[config.mk]
export PLATFORM = sky130hd
export DESIGN_NAME = adcctl_top
export DESIGN_NICKNAME = d
export VERILOG_FILES = /design/src/adcctl_pkg.sv /design/src/adcctl_tick_if.sv /design/src/adcctl_top.sv /design/src/adcctl_tick.sv
export VERILOG_INCLUDE_DIRS = /design/src
export SDC_FILE = /design/constraint.sdc
export NUM_CORES = 1
export LEC_CHECK = 0
export BUFFER_PORTS_ARGS = -buffer_cell sky130_fd_sc_hd__buf_4
export CELL_PAD_IN_SITES_DETAIL_PLACEMENT = 2
export CELL_PAD_IN_SITES_GLOBAL_PLACEMENT = 2
export CORE_MARGIN = 2
export CORE_UTILIZATION = 31
export DETAILED_ROUTE_END_ITERATION = 8
export GPL_TIMING_DRIVEN = 1
export PLACE_DENSITY = 0.82
export RECOVER_POWER = 25
export SYNTH_ARGS = -nofsm -noshare
export SYNTH_HDL_FRONTEND = slang
export SYNTH_SLANG_ARGS = --single-unit
[constraint.sdc]
create_clock -name pclk -period 2.2 [get_ports pclk]
set_input_delay 0.44 -clock pclk [delete_from_list [all_inputs] [get_ports pclk]]
set_output_delay 0.44 -clock pclk [all_outputs]
set_load 0.05 [all_outputs]
[src/adcctl_regs.svh]
`ifndef ADCCTL_REGS_SVH
`define ADCCTL_REGS_SVH

`define ADCCTL_CTRL_OFFSET     12'h000
`define ADCCTL_RESULT_OFFSET   12'h004
`define ADCCTL_SLEEP_OFFSET    12'h008
`define ADCCTL_STATUS_OFFSET   12'h00C

`define ADCCTL_ON_BIT          0
`define ADCCTL_GO_BIT          1
`define ADCCTL_CHS_LSB         2
`define ADCCTL_CLKS_LSB        4
`define ADCCTL_ANS_LSB         6

`define ADCCTL_CTRL_RESET      8'hFC
`define ADCCTL_SELECT_DEFAULT  2'h3

`define ADCCTL_BIT_PERIODS     13
`define ADCCTL_SAMPLE_PERIODS  4
`define ADCCTL_DIV_CODE0       16
`define ADCCTL_DIV_CODE1       8
`define ADCCTL_DIV_CODE2       4
`define ADCCTL_DIV_OSC         4

`endif

[src/adcctl_pkg.sv]
package adcctl_pkg;

    typedef enum logic [1:0] {
        ADCCTL_CH_IN0,
        ADCCTL_CH_IN1,
        ADCCTL_CH_IN2,
        ADCCTL_CH_VREF
    } adcctl_chan_t;

    typedef enum logic [1:0] {
        ADCCTL_IDLE,
        ADCCTL_SAMPLE,
        ADCCTL_CONVERT
    } adcctl_state_t;

endpackage : adcctl_pkg

[src/adcctl_tick_if.sv]
`timescale 1ns/1ps

interface adcctl_tick_if;
    logic       run;
    logic [1:0] clk_sel;
    logic       tick;

    modport ctrl (
        output run,
        output clk_sel,
        input  tick
    );

    modport gen (
        input  run,
        input  clk_sel,
        output tick
    );
endinterface : adcctl_tick_if

[src/adcctl_top.sv]
// Register access over APB and the address map are this design's own decisions.
`timescale 1ns/1ps
`include "adcctl_regs.svh"

// What this block does
// - Pin select 00 leaves all three candidate pins digital.
// - Codes 01, 10, 11 add input 2, then input 0, then input 1.
// - Selected analog pins are forced to analog mode.
// - A forced pin stays connected to both comparator and converter.
// - Channel codes pick input 0, 1, 2 or the fixed reference.
// - Writing one to the go flag, with on also written one, starts a conversion.
// - Hardware clears the go flag when conversion finishes.
// - Clearing the go flag mid-conversion aborts it.
// - Converter runs only while converter_on is one.
// - The go flag cannot be set while converter_on is zero.
// - Any reset returns pin select to 11.
// - Control resets to FC hex; all bits are read-write, but go is stored only when on is written one too.
// - Result is an eight-bit read-only register, MSB at bit 7.
// - Writing zero to control makes pins digital and powers off.
// - Thirteen bit periods per conversion at the selected divisor.
// - Clock and channel changes apply at the next start.
// - Sleep clears go and on, forces clock and channel to 11.
// - Result cleared, leading one shifted right, done after 9 shifts.

module adcctl_top
    import adcctl_pkg::*;
(
    input  wire logic        pclk,
    input  wire logic        presetn,
    input  wire logic        psel,
    input  wire logic        penable,
    input  wire logic        pwrite,
    input  wire logic [11:0] paddr,
    input  wire logic [31:0] pwdata,
    output logic      [31:0] prdata,
    output logic             pready,
    output logic             pslverr,
    input  wire logic        osc_tick,
    input  wire logic        sleep_enter,
    input  wire logic        cmp_bit,
    output logic      [2:0]  analog_pin_en,
    output logic      [2:0]  cmp_pin_keep,
    output logic      [1:0]  sample_chan,
    output logic             sample_en,
    output logic      [7:0]  dac_code,
    output logic             converter_pwr
);

    ////////////////////////////////////////////////////////////////////////
    // Register state.

    logic [7:0]    ctrl_ff;
    logic [7:0]    result_ff;
    logic [7:0]    ring_ff;
    logic [1:0]    run_clk_ff;
    logic [1:0]    run_chan_ff;
    logic [3:0]    period_ff;
    adcctl_state_t state_ff;
    logic          busy;
    logic          wr_ctrl;
    logic          wr_sleep;
    logic          rd_en;
    logic          tick;
    logic          done;
    logic          start;
    logic [7:0]    wdat;
    logic [31:0]   nxt_prdata;
    logic          nxt_pslverr;
    logic          addr_ok;

    adcctl_tick_if tk_if ();

    adcctl_tick u_tick (
        .pclk    (pclk),
        .presetn (presetn),
        .osc_tick(osc_tick),
        .tk      (tk_if.gen)
    );

    assign tk_if.run     = (state_ff != ADCCTL_IDLE);
    assign tk_if.clk_sel = run_clk_ff;
    assign tick          = tk_if.tick;
    assign busy          = (state_ff != ADCCTL_IDLE);
    assign wdat          = pwdata[7:0];

    ////////////////////////////////////////////////////////////////////////
    // APB decode.

    assign wr_ctrl  = psel && penable && pwrite && pready
                      && (paddr == `ADCCTL_CTRL_OFFSET);
    assign wr_sleep = psel && penable && pwrite && pready
                      && (paddr == `ADCCTL_SLEEP_OFFSET);
    assign rd_en    = psel && !penable && !pwrite;

    always_comb begin
        addr_ok = 1'b1;
        nxt_prdata = 32'h0000_0000;
        if (paddr == `ADCCTL_CTRL_OFFSET) begin
            nxt_prdata = {24'h00_0000, ctrl_ff};
        end else if (paddr == `ADCCTL_RESULT_OFFSET) begin
            nxt_prdata = {24'h00_0000, result_ff};
        end else if (paddr == `ADCCTL_STATUS_OFFSET) begin
            nxt_prdata = {30'h0000_0000, state_ff};
        end else if (paddr == `ADCCTL_SLEEP_OFFSET) begin
            nxt_prdata = 32'h0000_0000;
        end else begin
            addr_ok = 1'b0;
        end
        nxt_pslverr = psel && !penable && !addr_ok;
    end

    // No access gets a wait state; pready rises in the first access-phase cycle.
    always_ff @(posedge pclk or negedge presetn) begin
        if (!presetn) begin
            pready  <= 1'b0;
            pslverr <= 1'b0;
        end else begin
            pready  <= psel && !penable;
            pslverr <= nxt_pslverr;
        end
    end

    always_ff @(posedge pclk or negedge presetn) begin
        if (!presetn) begin
            prdata <= 32'h0000_0000;
        end else if (rd_en) begin
            prdata <= nxt_prdata;
        end
    end

    ////////////////////////////////////////////////////////////////////////
    // Control register.

    assign start = wr_ctrl && wdat[`ADCCTL_GO_BIT] && wdat[`ADCCTL_ON_BIT]
                   && !ctrl_ff[`ADCCTL_GO_BIT];

    always_ff @(posedge pclk or negedge presetn) begin
        if (!presetn) begin
            ctrl_ff <= `ADCCTL_CTRL_RESET;
        end else if (sleep_enter || wr_sleep) begin
            ctrl_ff[5:0] <= 6'h3C;
        end else if (wr_ctrl) begin
            ctrl_ff <= wdat;
            ctrl_ff[`ADCCTL_GO_BIT] <= wdat[`ADCCTL_GO_BIT]
                                       && wdat[`ADCCTL_ON_BIT];
        end else if (done) begin
            ctrl_ff[`ADCCTL_GO_BIT] <= 1'b0;
        end
    end

    ////////////////////////////////////////////////////////////////////////
    // Conversion sequencer.

    // Settings are latched only when a conversion starts.
    always_ff @(posedge pclk or negedge presetn) begin
        if (!presetn) begin
            run_clk_ff  <= `ADCCTL_SELECT_DEFAULT;
            run_chan_ff <= `ADCCTL_SELECT_DEFAULT;
        end else if (start && !busy) begin
            run_clk_ff  <= wdat[`ADCCTL_CLKS_LSB +: 2];
            run_chan_ff <= wdat[`ADCCTL_CHS_LSB +: 2];
        end
    end

    assign done = (state_ff == ADCCTL_CONVERT) && tick && ring_ff[0]
                  && ctrl_ff[`ADCCTL_GO_BIT];

    always_ff @(posedge pclk or negedge presetn) begin
        if (!presetn) begin
            state_ff  <= ADCCTL_IDLE;
            period_ff <= 4'h0;
        end else begin
            case (state_ff)
                ADCCTL_IDLE: begin
                    period_ff <= 4'h0;
                    if (start) begin
                        state_ff <= ADCCTL_SAMPLE;
                    end
                end
                ADCCTL_SAMPLE: begin
                    if (!ctrl_ff[`ADCCTL_GO_BIT]) begin
                        state_ff <= ADCCTL_IDLE;
                    end else if (tick) begin
                        period_ff <= period_ff + 4'h1;
                        if (period_ff == 4'(`ADCCTL_SAMPLE_PERIODS - 1)) begin
                            state_ff <= ADCCTL_CONVERT;
                        end
                    end
                end
                ADCCTL_CONVERT: begin
                    if (!ctrl_ff[`ADCCTL_GO_BIT] || done) begin
                        state_ff <= ADCCTL_IDLE;
                    end
                end
                default: begin
                    state_ff <= ADCCTL_IDLE;
                end
            endcase
        end
    end

    // Leading one marks the bit under trial; the result holds kept bits.
    // The first convert period shifts the leading one in, nine in all.
    always_ff @(posedge pclk or negedge presetn) begin
        if (!presetn) begin
            ring_ff   <= 8'h00;
            result_ff <= 8'h00;
        end else if (state_ff == ADCCTL_SAMPLE && tick && ctrl_ff[1]
                     && period_ff == 4'(`ADCCTL_SAMPLE_PERIODS - 1)) begin
            ring_ff   <= 8'h00;
            result_ff <= 8'h00;
        end else if (state_ff == ADCCTL_CONVERT && tick
                     && ctrl_ff[`ADCCTL_GO_BIT] && ring_ff == 8'h00) begin
            ring_ff   <= 8'h80;
            result_ff <= 8'h80;
        end else if (state_ff == ADCCTL_CONVERT && tick
                     && ctrl_ff[`ADCCTL_GO_BIT]) begin
            ring_ff   <= ring_ff >> 1;
            result_ff <= (result_ff & ~(ring_ff & {8{~cmp_bit}}))
                         | (ring_ff >> 1);
        end
    end

    ////////////////////////////////////////////////////////////////////////
    // Pin and analog outputs.

    always_ff @(posedge pclk or negedge presetn) begin
        if (!presetn) begin
            analog_pin_en <= 3'h7;
            cmp_pin_keep  <= 3'h7;
        end else begin
            case (ctrl_ff[`ADCCTL_ANS_LSB +: 2])
                2'h0:    analog_pin_en <= 3'h0;
                2'h1:    analog_pin_en <= 3'h4;
                2'h2:    analog_pin_en <= 3'h5;
                default: analog_pin_en <= 3'h7;
            endcase
            cmp_pin_keep <= 3'h7;
        end
    end

    always_ff @(posedge pclk or negedge presetn) begin
        if (!presetn) begin
            sample_chan   <= `ADCCTL_SELECT_DEFAULT;
            sample_en     <= 1'b0;
            dac_code      <= 8'h00;
            converter_pwr <= 1'b0;
        end else begin
            sample_chan   <= run_chan_ff;
            sample_en     <= (state_ff == ADCCTL_SAMPLE);
            dac_code      <= result_ff;
            converter_pwr <= ctrl_ff[`ADCCTL_ON_BIT];
        end
    end

    ////////////////////////////////////////////////////////////////////////
    // Checks.

    go_needs_on_a: assert property (@(posedge pclk) disable iff (!presetn)
        ctrl_ff[1] |-> ctrl_ff[0]) else $error("go set while off");
    reset_ans_a: assert property (@(posedge pclk) disable iff (!presetn)
        $rose(presetn) |-> ctrl_ff[7:6] == 2'h3)
        else $error("pin select not 11");
    sleep_clear_a: assert property (@(posedge pclk) disable iff (!presetn)
        (sleep_enter && !wr_ctrl) |=> ctrl_ff[5:0] == 6'h3C)
        else $error("sleep did not force fields");
    sleep_keep_a: assert property (@(posedge pclk) disable iff (!presetn)
        sleep_enter |=> $stable(ctrl_ff[7:6]))
        else $error("sleep changed pin select");
    done_clears_a: assert property (@(posedge pclk) disable iff (!presetn)
        (done && !wr_ctrl && !sleep_enter) |=> !ctrl_ff[1] && !busy)
        else $error("go not cleared at done");
    abort_idle_a: assert property (@(posedge pclk) disable iff (!presetn)
        (busy && !ctrl_ff[1]) |=> !busy)
        else $error("abort ignored");
    start_run_a: assert property (@(posedge pclk) disable iff (!presetn)
        start && !busy |=> state_ff == ADCCTL_SAMPLE)
        else $error("start ignored");
    ans_zero_a: assert property (@(posedge pclk) disable iff (!presetn)
        ctrl_ff[7:6] == 2'h0 |=> analog_pin_en == 3'h0)
        else $error("pins left analog");
    chan_hold_a: assert property (@(posedge pclk) disable iff (!presetn)
        busy && $past(busy) |-> $stable(run_chan_ff))
        else $error("channel changed mid-run");
    pwr_follow_a: assert property (@(posedge pclk) disable iff (!presetn)
        1'b1 |=> converter_pwr == $past(ctrl_ff[0]))
        else $error("power not following on bit");

    conv_done_c: cover property (@(posedge pclk) disable iff (!presetn)
        done);
    conv_abort_c: cover property (@(posedge pclk) disable iff (!presetn)
        state_ff == ADCCTL_CONVERT && !ctrl_ff[1]);
    sleep_busy_c: cover property (@(posedge pclk) disable iff (!presetn)
        sleep_enter && busy);
    conv_osc_c: cover property (@(posedge pclk) disable iff (!presetn)
        done && run_clk_ff == 2'h3);

    ring_load_a: assert property (@(posedge pclk) disable iff (!presetn)
        (state_ff == ADCCTL_CONVERT && tick && ctrl_ff[1] && ring_ff == 8'h00)
        |=> ring_ff == 8'h80) else $error("leading one not loaded");
    pins_two_a: assert property (@(posedge pclk) disable iff (!presetn)
        ctrl_ff[7:6] == 2'h2 |=> analog_pin_en == 3'h5)
        else $error("pins wrong for code 10");

endmodule : adcctl_top

[src/adcctl_tick.sv]
`timescale 1ns/1ps
`include "adcctl_regs.svh"

module adcctl_tick
    import adcctl_pkg::*;
(
    input  wire logic  pclk,
    input  wire logic  presetn,
    input  wire logic  osc_tick,
    adcctl_tick_if.gen tk
);

    logic [3:0] cnt_ff;
    logic [3:0] nxt_cnt;
    logic [3:0] last;
    logic       step;

    always_comb begin
        last = 4'(`ADCCTL_DIV_CODE2 - 1);
        step = 1'b1;
        if (tk.clk_sel == 2'h0) begin
            last = 4'(`ADCCTL_DIV_CODE0 - 1);
        end else if (tk.clk_sel == 2'h1) begin
            last = 4'(`ADCCTL_DIV_CODE1 - 1);
        end else if (tk.clk_sel == 2'h3) begin
            last = 4'(`ADCCTL_DIV_OSC - 1);
            step = osc_tick;
        end
        nxt_cnt = cnt_ff;
        if (!tk.run) begin
            nxt_cnt = 4'h0;
        end else if (step) begin
            nxt_cnt = (cnt_ff == last) ? 4'h0 : cnt_ff + 4'h1;
        end
    end

    // Counts one bit period in core clocks or oscillator ticks.
    always_ff @(posedge pclk or negedge presetn) begin
        if (!presetn) begin
            cnt_ff <= 4'h0;
        end else begin
            cnt_ff <= nxt_cnt;
        end
    end

    // The tick is combinational, so with a core-clock divisor the first bit period is a full one.
    assign tk.tick = tk.run && step && (cnt_ff == last);

endmodule : adcctl_tick

==> results.sh, run 1 <==
export IMPL_violations="capacitance limit, slew limit"
export IMPL_grt_overflow_total=0
export IMPL_finalClockSkew_ns=0.0107
export IMPL_timing_max_cap_violations=1
export IMPL_cts_resized=0
export IMPL_synthSimpleGateAreaFrac_pct=18.0
export IMPL_powerDensity_nw_per_um2=661
export IMPL_wl_met3_um=301
export IMPL_die_w_um=105
export IMPL_final_nets=417
export IMPL_synth_compound_area_share_pct=14.5
export IMPL_crit_buf_inv=0
export IMPL_cp_startpoint="period_ff[0]$_DFFE_PN0P_"
export IMPL_setup_tns_ns=0
export IMPL_hold_viol=0
export IMPL_max_stage_delay_ns=0.53
export IMPL_startpoint_type="flip-flop"
export IMPL_drive_above_1_share_pct=30.2
export IMPL_cts_reportedPaths_clkPinSlew_ns=0.08
export IMPL_layout_cells_non_filler=501
export IMPL_drc=0
export IMPL_synth_warnings=0
export IMPL_dieArea_um2=11000
export IMPL_cp_cell_sequence="ha_1 > nor3b_2 > a21oi_2 > or4_4 > a211o_1"
export IMPL_min_period_over_period_pct=94.8
export IMPL_wl_per_cell_um=18.9
export IMPL_post_dp_hpwl_um=6590
export IMPL_yosys_area_top_type_share_pct=37.9
export IMPL_min_delay_start="pwdata[7]"
export IMPL_hold_path_depth=2
export IMPL_clk_latency_ns=0.36
export IMPL_status="complete, but fails checks"
export IMPL_synth_main_ff_cell="dfrtp_1"
export IMPL_fin_crit_ns=2.08
export IMPL_layout_setup_ws_ns=0.115
export IMPL_synth_top_family_by_area="simple AND/OR/NAND/NOR gates"
export IMPL_end_kind="flip-flop"
export IMPL_boundaryPins=104
export IMPL_met2_length_um=4920
export IMPL_worstRegToRegCells=5
export IMPL_placed_area_um2=3630
export IMPL_cts_buffers_inserted=9
export IMPL_cp_top_family="simple AND/OR/NAND/NOR gates"
export IMPL_grt_pass1_vias=2829
export IMPL_critPathKind="flip-flop to flip-flop"
export IMPL_netlist_top_cell_by_area="dfrtp_1"
export IMPL_cp_depth=5
export IMPL_vdd_drop_max_mv=0.264
export IMPL_die_h_um=105
export IMPL_max_freq_mhz=480
export IMPL_grt_pass1_wl_um=15800
export IMPL_coreArea_um2=9860
export IMPL_final_max_slew_viol_count=64
export IMPL_syn2layout_area_growth_pct=21.8
export IMPL_rsz0062_at_grt="no"
export IMPL_syn_avg_cell_area_um2=10.3
export IMPL_ant_nets=0
export IMPL_vias=2552
export IMPL_setup_violations=0
export IMPL_relSlewSlack_pct=-5.21
export IMPL_num_antenna_cells=0
export IMPL_worst_path_max_delay_cell="or4_4"
export IMPL_cp_max_fo=9
export IMPL_grt_usage_pct=18.3
export IMPL_final_cell_area_um2=3860
export IMPL_yosys_area_share_xor_xnor_pct=0.513
export IMPL_synth_edf_count=0
export IMPL_synthDistinctLibCells=51
export IMPL_r2r_start="period_ff[0]$_DFFE_PN0P_"
export IMPL_power_leakage_uw=0.00179
export IMPL_async_reset_ff_share_pct=100
export IMPL_cts_buffer_depth=2
export IMPL_cts_tree="yes"
export IMPL_worst_hold_path_type="primary input to flip-flop"
export IMPL_clock_sinks=63
export IMPL_cts_hold_buf=0
export IMPL_post_cts_setup_buffers=0
export IMPL_ys_ff_latch=63
export IMPL_yosys_top_cells_area="dfrtp_1 (38%), dfstp_2 (12%), buf_4 (6.4%), nand3_1 (3.3%), mux2i_1 (3.2%)"
export IMPL_htreeDepth=3
export IMPL_synth_cells=307
export IMPL_clockRootBuffer="clkbuf_8"
export IMPL_rows=36
export IMPL_routed_top_layer="met4"
export IMPL_start_util_pct=32.1
export IMPL_crit_arrival_ns=2.33
export IMPL_drt_iter0_markers=55
export IMPL_port_buffers=52
export IMPL_tightest_slew_ns=1.58
export IMPL_drt_total_wl_um=9480
export IMPL_syn_area_um2=3170
export IMPL_power_uw=2550
export IMPL_dpl_cell_count=485
export IMPL_grt_max_degree=64
export IMPL_grt_antenna_before_repair=0
export IMPL_seq_area_frac_synth_pct=50.4
export IMPL_first_pass_iters=4
export IMPL_post_place_ws_ns=0.107
export IMPL_critical_path_required_ns=2.45
export IMPL_synth_fa_ha_area_share_pct=0.790
export IMPL_synthMuxAreaShare_pct=5.29
export IMPL_gp_congestion=0.799
export IMPL_viasPerCell=5.09
export IMPL_fillers=1075
export IMPL_m1WireLength_um=4080
==> synth_stat cells (2+ instances only) <==
cell,number
dfrtp_1,48
nand2_1,19
or2_2,3
o21ai_0,17
nand4_1,10
buf_2,3
o41ai_1,6
clkbuf_1,12
a21oi_1,5
a22o_1,9
inv_1,12
buf_4,27
nor2b_1,6
ha_1,2
a31oi_1,3
buf_1,2
a211o_1,2
a41oi_1,2
nor3b_2,2
dfstp_2,15
nand3_1,21
mux2i_1,10
and2_1,6
mux2_2,6
nor4_1,6
nor3_1,7
nor2_1,14
a311o_1,2
conb_1,2
nand2b_1,2
o2111ai_1,6
==> worst reg2reg max path, delay by kind of cell, from the launching register on <==
family	cells	cell delay, ns
and+or+nand+nor	2	0.85
AOI/OAI and AO/OA	2	0.52
adders and majority gates	1	0.21
DFF	1	0.41
==> flip-flops by register name, indices dropped and copies added, names as in the netlist <==
register / cells
analog_pin_en: 3
converter_pwr: 1
ctrl_ff: 8
dac_code: 8
period_ff: 4
prdata: 8
pready: 1
pslverr: 1
result_ff: 8
ring_ff: 8
run_chan_ff: 2
run_clk_ff: 2
sample_chan: 2
sample_en: 1
state_ff: 2
u_tick.cnt_ff: 4
==> cell families (layout without fill, tap and decap cells) <==
group | Yosys count | in the layout
AO/OA/AOI/OAI | 62 | 62
XOR/XNOR | 1 | 1
adder cells (fa/ha/maj) | 2 | 2
buffers and inverters | 57 | 93
flip-flops | 63 | 63
multiplexers | 16 | 16
other | 2 | 27
AND/OR/NAND/NOR | 104 | 104
==> routing by layer <==
layer,GRT usage (%),vias to the layer above
li1,-,1166
met2,31.3,58
met3,2.99,14
met5,0,-
met1,23.1,1314
met4,6.95,0
==> area by class of cell <==
type                       count  area (µm²)  area share, %
tap                          133         166           4.31
inverter                      12        45.0           1.17
multi-input combinational    212        1340           34.7
clock buffer                  10         138           3.57
timing repair buffer          65         482           12.5
clock inverter                 6        92.6           2.40
sequential                    63        1600           41.3
==> power breakdown <==
group          switching (µW)  internal, µW  total (µW)
logic                     159          39.9         199
registers               0.978          1160        1160
clock network             517           675        1190
==> placed cells by master, fill, tap and decap left out, types with 12 or more instances in the layout <==
cell type	count
buf_4	63
dfrtp_1	48
conb_1	27
nand3_1	21
nand2_1	19
o21ai_0	17
nor2_1	14
dfstp_2	13
inv_1	12
==> through the flow <==
stage	hold WS [ns]	utilization [%]
2_1_floorplan	0.144	-
3_3_place_gp	0.355	36.8
3_5_place_dp	0.358	36.8
4_1_cts	0.206	39.2
5_1_grt	0.336	39.1
6_report	0.325	39.1
==> worst paths after layout <==
kind                       slack (ns)                       end
setup / recovery                 0.12  result_ff[2]$_DFFE_PN0P_
hold / removal                   0.32    ctrl_ff[7]$_DFFE_PN1P_
setup reg to reg                 0.12  result_ff[2]$_DFFE_PN0P_
hold reg to reg                  0.37  sample_chan[0]$_DFF_PN1_
max in group asynchronous        0.78  period_ff[0]$_DFFE_PN0P_
min in group asynchronous        0.48     dac_code[3]$_DFF_PN0_
(Power assumes the default switching activity.)
==> run 2: changes to the inputs <==
RECOVER_POWER = not set   (was 25)
==> results.sh, run 2 (synthesis results as in run 1) <==
export IMPL_drc=0
export IMPL_final_cell_mix="buf_4 (65), dfrtp_1 (48), conb_1 (27)"
export IMPL_drt_total_wl_um=9470
export IMPL_clockRootBuffer="clkbuf_8"
export IMPL_dieArea_um2=11000
export IMPL_startpoint_type="flip-flop"
export IMPL_setup_violations=0
export IMPL_finalClockSkew_ns=0.00931
export IMPL_hold_viol=0
export IMPL_drt_iter0_markers=56
export IMPL_htreeDepth=3
export IMPL_port_buffers=52
export IMPL_coreArea_um2=9860
export IMPL_post_dp_hpwl_um=6590
export IMPL_worst_path_max_delay_cell="or4_4"
export IMPL_max_freq_mhz=479
export IMPL_boundaryPins=104
export IMPL_num_antenna_cells=0
export IMPL_rows=36
export IMPL_grt_max_degree=64
export IMPL_setup_tns_ns=0
export IMPL_critPathKind="flip-flop to flip-flop"
export IMPL_cts_reportedPaths_clkPinSlew_ns=0.08
export IMPL_cts_buffers_inserted=9
export IMPL_crit_arrival_ns=2.33
export IMPL_cts_tree="yes"
export IMPL_fin_crit_ns=2.09
export IMPL_die_h_um=105
export IMPL_critical_path_required_ns=2.44
export IMPL_status="completed"
export IMPL_gp_congestion=0.799
export IMPL_end_kind="flip-flop"
export IMPL_rsz0062_at_grt="no"
export IMPL_grt_pass1_vias=2829
export IMPL_die_w_um=105
export IMPL_viasPerCell=5.08
export IMPL_grt_pass1_wl_um=15800
export IMPL_ant_nets=0
export IMPL_final_max_slew_viol_count=0
export IMPL_worst_hold_path_type="primary input to asynchronous set/reset pin"
export IMPL_clock_sinks=63
export IMPL_power_uw=2550
export IMPL_post_cts_setup_buffers=0
export IMPL_grt_antenna_before_repair=0
export IMPL_vias=2546
export IMPL_cts_buffer_depth=2
export IMPL_vdd_drop_max_mv=0.265
export IMPL_final_nets=417
export IMPL_power_leakage_uw=0.00179
export IMPL_final_common_cell="buf_4"
export IMPL_start_util_pct=32.1
export IMPL_first_pass_iters=4
export IMPL_cts_resized=0
export IMPL_syn2layout_area_growth_pct=22.0
export IMPL_wl_per_cell_um=18.9
export IMPL_powerDensity_nw_per_um2=660
export IMPL_tightest_slew_ns=0.793
export IMPL_cts_hold_buf=0
export IMPL_min_period_over_period_pct=94.8
export IMPL_max_stage_delay_ns=0.53
export IMPL_drive_above_1_share_pct=31.0
export IMPL_cp_cell_sequence="ha_1 > nor3b_2 > a21oi_2 > or4_4 > a211o_1"
export IMPL_timing_max_cap_violations=0
export IMPL_clk_latency_ns=0.35
export IMPL_relSlewSlack_pct=47.1
export IMPL_cp_max_fo=9
export IMPL_grt_usage_pct=18.3
export IMPL_grt_overflow_total=0
==> run 2: cell count changes in the layout (fill, tap and decap cells not counted) <==
cell,previous run,this run
clkbuf_1,1,0
dfstp_2,13,15
clkbuf_2,1,0
and2_1,5,6
and2_0,1,0
buf_4,63,65
dfstp_1,2,0
==> run 2: per-stage QoR <==
step | util (%) | worst slack (ns) | hold WS, ns | area (µm²) | cells
global placement | 36.8 | 0.137 | 0.355 | 3630 | 485
CTS | 39.2 | 0.0838 | 0.206 | 3860 | 501
global route | 39.2 | 0.0128 | 0.245 | 3860 | 501
finish | 39.2 | 0.114 | 0.176 | 3860 | 501
detailed placement | 36.8 | 0.107 | 0.358 | 3630 | 485
floorplan | - | 0.234 | 0.144 | 3260 | 332
==> run 2: metal layers <==
metal	track usage [%]	vias to the layer above	wire (µm)
met3	2.99	13	298
met2	31.3	55	4930
met1	23.1	1311	4070
met5	0	-	0
li1	-	1167	-
met4	6.95	0	169
==> run 2: power by group <==
| part | internal [µW] | total (µW) | switching (µW) |
|---|---|---|---|
| Combinational | 41.2 | 200 | 159 |
| Clock | 675 | 1190 | 514 |
| Sequential | 1160 | 1160 | 0.976 |
==> run 2: final timing paths <==
kind | startpoint | slack (ns) | to | cells past startpoint
setup / recovery | period_ff[0]$_DFFE_PN0P_ | 0.11 | result_ff[2]$_DFFE_PN0P_ | 5
min in group pclk | penable | 0.28 | pready$_DFF_PN0_ | 2
setup reg to reg | period_ff[0]$_DFFE_PN0P_ | 0.11 | result_ff[2]$_DFFE_PN0P_ | 5
hold reg to reg | run_chan_ff[0]$_DFFE_PN1P_ | 0.37 | sample_chan[0]$_DFF_PN1_ | 0
max in group asynchronous | presetn | 1.50 | period_ff[0]$_DFFE_PN0P_ | 1
hold / removal | presetn | 0.18 | dac_code[3]$_DFF_PN0_ | 1
==> run 2: worst max-delay path, delay by kind of cell (launching register included) <==
| kind | cells | cell delay [ns] |
|---|---|---|
| adder cells (fa/ha/maj) | 1 | 0.21 |
| flip-flops | 1 | 0.41 |
| AND/OR/NAND/NOR | 2 | 0.85 |
| AO/OA/AOI/OAI | 2 | 0.51 |
==> run 2: final cells by class <==
class / instances / area (µm²)
fill: 1072 / 6000
clock buffer: 10 / 138
tap: 133 / 166
timing repair buffer: 65 / 488
multi-input combinational: 212 / 1340
sequential: 63 / 1600
clock inverter: 6 / 92.6
inverter: 12 / 45.0
==> run 3: changes to the inputs <==
ABC_AREA = 1   (was not set)
CORE_UTILIZATION = 29   (was 31)
PLACE_DENSITY = 0.81   (was 0.82)
==> results.sh, run 3 <==
export IMPL_vdd_drop_max_mv=0.214
export IMPL_synth_fa_ha_area_share_pct=0.804
export IMPL_synthMuxAreaShare_pct=0
export IMPL_yosys_top_cells_area="dfrtp_1 (39%), dfstp_2 (13%), nand2_1 (10%), buf_4 (7.0%), inv_1 (4.9%)"
export IMPL_finalClockSkew_ns=0.0108
export IMPL_start_util_pct=30.0
export IMPL_p_sw_uw=706
export IMPL_final_max_slew_viol_count=0
export IMPL_grt_max_degree=64
export IMPL_yosys_area_top_type_share_pct=38.6
export IMPL_cts_hold_buf=0
export IMPL_cp_cell_sequence="nor2_1 > nand2_1 > nand2_1 > nor2_4 > nand2_4 > nor2_4 > nand2_4 > nor2_4 > nand2_1 > nand2_1"
export IMPL_grt_pass1_vias=2734
export IMPL_rows=37
export IMPL_wl_per_cell_um=15.5
export IMPL_drc=0
export IMPL_ys_ff_latch=63
export IMPL_rsz0062_at_grt="no"
export IMPL_crit_arrival_ns=2.06
export IMPL_setup_violations=0
export IMPL_seq_area_frac_synth_pct=51.3
export IMPL_clk_latency_ns=0.36
export IMPL_synth_compound_area_share_pct=8.77
export IMPL_yosys_area_share_xor_xnor_pct=1.13
export IMPL_async_reset_ff_share_pct=100
export IMPL_drt_total_wl_um=8590
export IMPL_end_kind="flip-flop"
export IMPL_netlist_top_cells_count="nand2_1 (86), dfrtp_1 (48), inv_1 (41), buf_4 (29), nand3_1 (27)"
export IMPL_tightest_slew_ns=0.811
export IMPL_syn_avg_cell_area_um2=8.74
export IMPL_critPathKind="flip-flop to flip-flop"
export IMPL_vias=2521
export IMPL_synth_cells=356
export IMPL_fin_crit_ns=1.77
export IMPL_netlist_top_cell_by_area="dfrtp_1"
export IMPL_coreArea_um2=10400
export IMPL_grt_pass1_wl_um=13800
export IMPL_internal_power_uw=1690
export IMPL_startpoint_type="flip-flop"
export IMPL_post_dp_hpwl_um=6520
export IMPL_synth_most_common_cell="nand2_1"
export IMPL_final_common_cell="nand2_1"
export IMPL_grt_antenna_before_repair=0
export IMPL_num_antenna_cells=0
export IMPL_critical_path_required_ns=2.49
export IMPL_worst_path_max_delay_cell="dfstp_2"
export IMPL_viasPerCell=4.55
export IMPL_cts_resized=0
export IMPL_setup_tns_ns=0
export IMPL_synth_warnings=0
export IMPL_port_buffers=52
export IMPL_synth_top_family_by_area="simple AND/OR/NAND/NOR gates"
export IMPL_gp_congestion=0.781
export IMPL_cts_reportedPaths_clkPinSlew_ns=0.06
export IMPL_max_freq_mhz=564
export IMPL_cp_max_fo=17
export IMPL_synthSimpleGateAreaFrac_pct=24.8
export IMPL_die_h_um=108
export IMPL_hold_viol=0
export IMPL_clock_sinks=63
export IMPL_final_cell_mix="nand2_1 (86), buf_4 (55), dfrtp_1 (48)"
export IMPL_power_share_switching_pct=29.5
export IMPL_syn2layout_area_growth_pct=19.1
export IMPL_cts_buffer_depth=2
export IMPL_cts_tree="yes"
export IMPL_min_period_over_period_pct=80.5
export IMPL_first_pass_iters=4
export IMPL_timing_max_cap_violations=0
export IMPL_drt_iter0_markers=57
export IMPL_synth_main_ff_cell="dfrtp_1"
export IMPL_power_uw=2400
export IMPL_relSlewSlack_pct=46.0
export IMPL_status="completed"
export IMPL_power_leakage_uw=0.00197
export IMPL_synth_edf_count=0
export IMPL_final_nets=467
export IMPL_grt_overflow_total=0
export IMPL_utilization_pct=35.7
export IMPL_max_stage_delay_ns=0.58
export IMPL_p_comb_share_pct=13.4
export IMPL_drive_above_1_share_pct=24.6
export IMPL_worst_hold_path_type="primary input to asynchronous set/reset pin"
export IMPL_ant_nets=0
export IMPL_dieArea_um2=11600
export IMPL_path_common_cell="nand2_1"
export IMPL_boundaryPins=104
export IMPL_grt_usage_pct=15.9
export IMPL_powerDensity_nw_per_um2=647
export IMPL_clockRootBuffer="clkbuf_8"
export IMPL_htreeDepth=3
export IMPL_seqPwrFrac_pct=49.7
export IMPL_cts_buffers_inserted=9
export IMPL_pwr_share_clk_pct=36.9
export IMPL_die_w_um=108
export IMPL_synthDistinctLibCells=35
export IMPL_syn_area_um2=3110
export IMPL_post_cts_setup_buffers=0
run 3: cell count changes after synthesis, sizes merged, moves of 6 or more:
| cell | before | now |
|---|---|---|
| nor4 | 6 | 0 |
| o21ai | 17 | 25 |
| o2111ai | 6 | 0 |
| o41ai | 6 | 0 |
| a21oi | 6 | 15 |
| nor2 | 14 | 27 |
| inv | 12 | 42 |
| nand3 | 21 | 31 |
| mux2 | 6 | 0 |
| a22o | 9 | 1 |
| mux2i | 10 | 0 |
| clkbuf | 12 | 3 |
| nor2b | 6 | 0 |
| nand2 | 19 | 91 |
run 3: critical path: cells and delay by family, from the launching register on:
family,cells,cell delay [ns]
simple gates,10,1.13
flops,1,0.58
run 3: per-stage QoR:
step / cell area, µm² / cells / hold slack [ns] / setup WS (ns)
after floorplan: 3210 / 381 / 0.144 / 0.650
after global placement: 3540 / 538 / 0.356 / 0.441
after detailed placement: 3540 / 538 / 0.358 / 0.293
after CTS: 3710 / 554 / 0.196 / 0.384
after global routing: 3710 / 554 / 0.244 / 0.292
final: 3710 / 554 / 0.184 / 0.428
run 3: power groups by stage:
stage / Combinational, µW / Clock [µW] / Sequential, µW
detailed placement: 324 / 0 / 1210
finish: 321 / 883 / 1190
CTS: 325 / 911 / 1190
global route: 342 / 954 / 1190
global placement: 316 / 0 / 1210
floorplan: 174 / 0 / 1280
run 3: layer usage:
metal / GRT usage, % / share of wire, % / up-vias
met2: 27.3 / 51 / 50
li1: - / - / 1189
met3: 4.60 / 4.1 / 12
met1: 18.8 / 43 / 1270
met5: 0 / 0 / -
met4: 6.04 / 1.8 / 0
run 3: layout make-up:
| cell class | count | area, µm² |
|---|---|---|
| Fill cell | 1222 | 6660 |
| Clock buffer | 14 | 153 |
| Sequential cell | 63 | 1600 |
| Tap cell | 136 | 170 |
| Timing Repair Buffer | 55 | 413 |
| Clock inverter | 2 | 10.0 |
| Inverter | 42 | 158 |
| Multi-Input combinational cell | 242 | 1210 |
run 3: logic make-up (layout without fill, tap and decap cells):
| family | after synthesis | in the layout |
|---|---|---|
| other cells | 2 | 27 |
| flops | 63 | 63 |
| simple gates | 160 | 160 |
| xor+xnor | 4 | 4 |
| fa+ha+maj | 2 | 2 |
| compound gates | 49 | 49 |
| buf+inv | 76 | 113 |
run 3: path summary, 6_finish.rpt:
kind	from	end	slack, ns	depth (start not counted)
setup / recovery	run_clk_ff[1]$_DFFE_PN1P_	result_ff[6]$_DFFE_PN0P_	0.43	10
hold / removal	presetn	u_tick.cnt_ff[2]$_DFFE_PN0P_	0.18	1
setup reg to reg	run_clk_ff[1]$_DFFE_PN1P_	result_ff[6]$_DFFE_PN0P_	0.43	10
hold reg to reg	run_chan_ff[0]$_DFFE_PN1P_	sample_chan[0]$_DFF_PN1_	0.37	0
max in group asynchronous	presetn	result_ff[0]$_DFFE_PN0P_	1.50	1
min in group pclk	pwdata[6]	ctrl_ff[6]$_DFFE_PN1P_	0.31	3
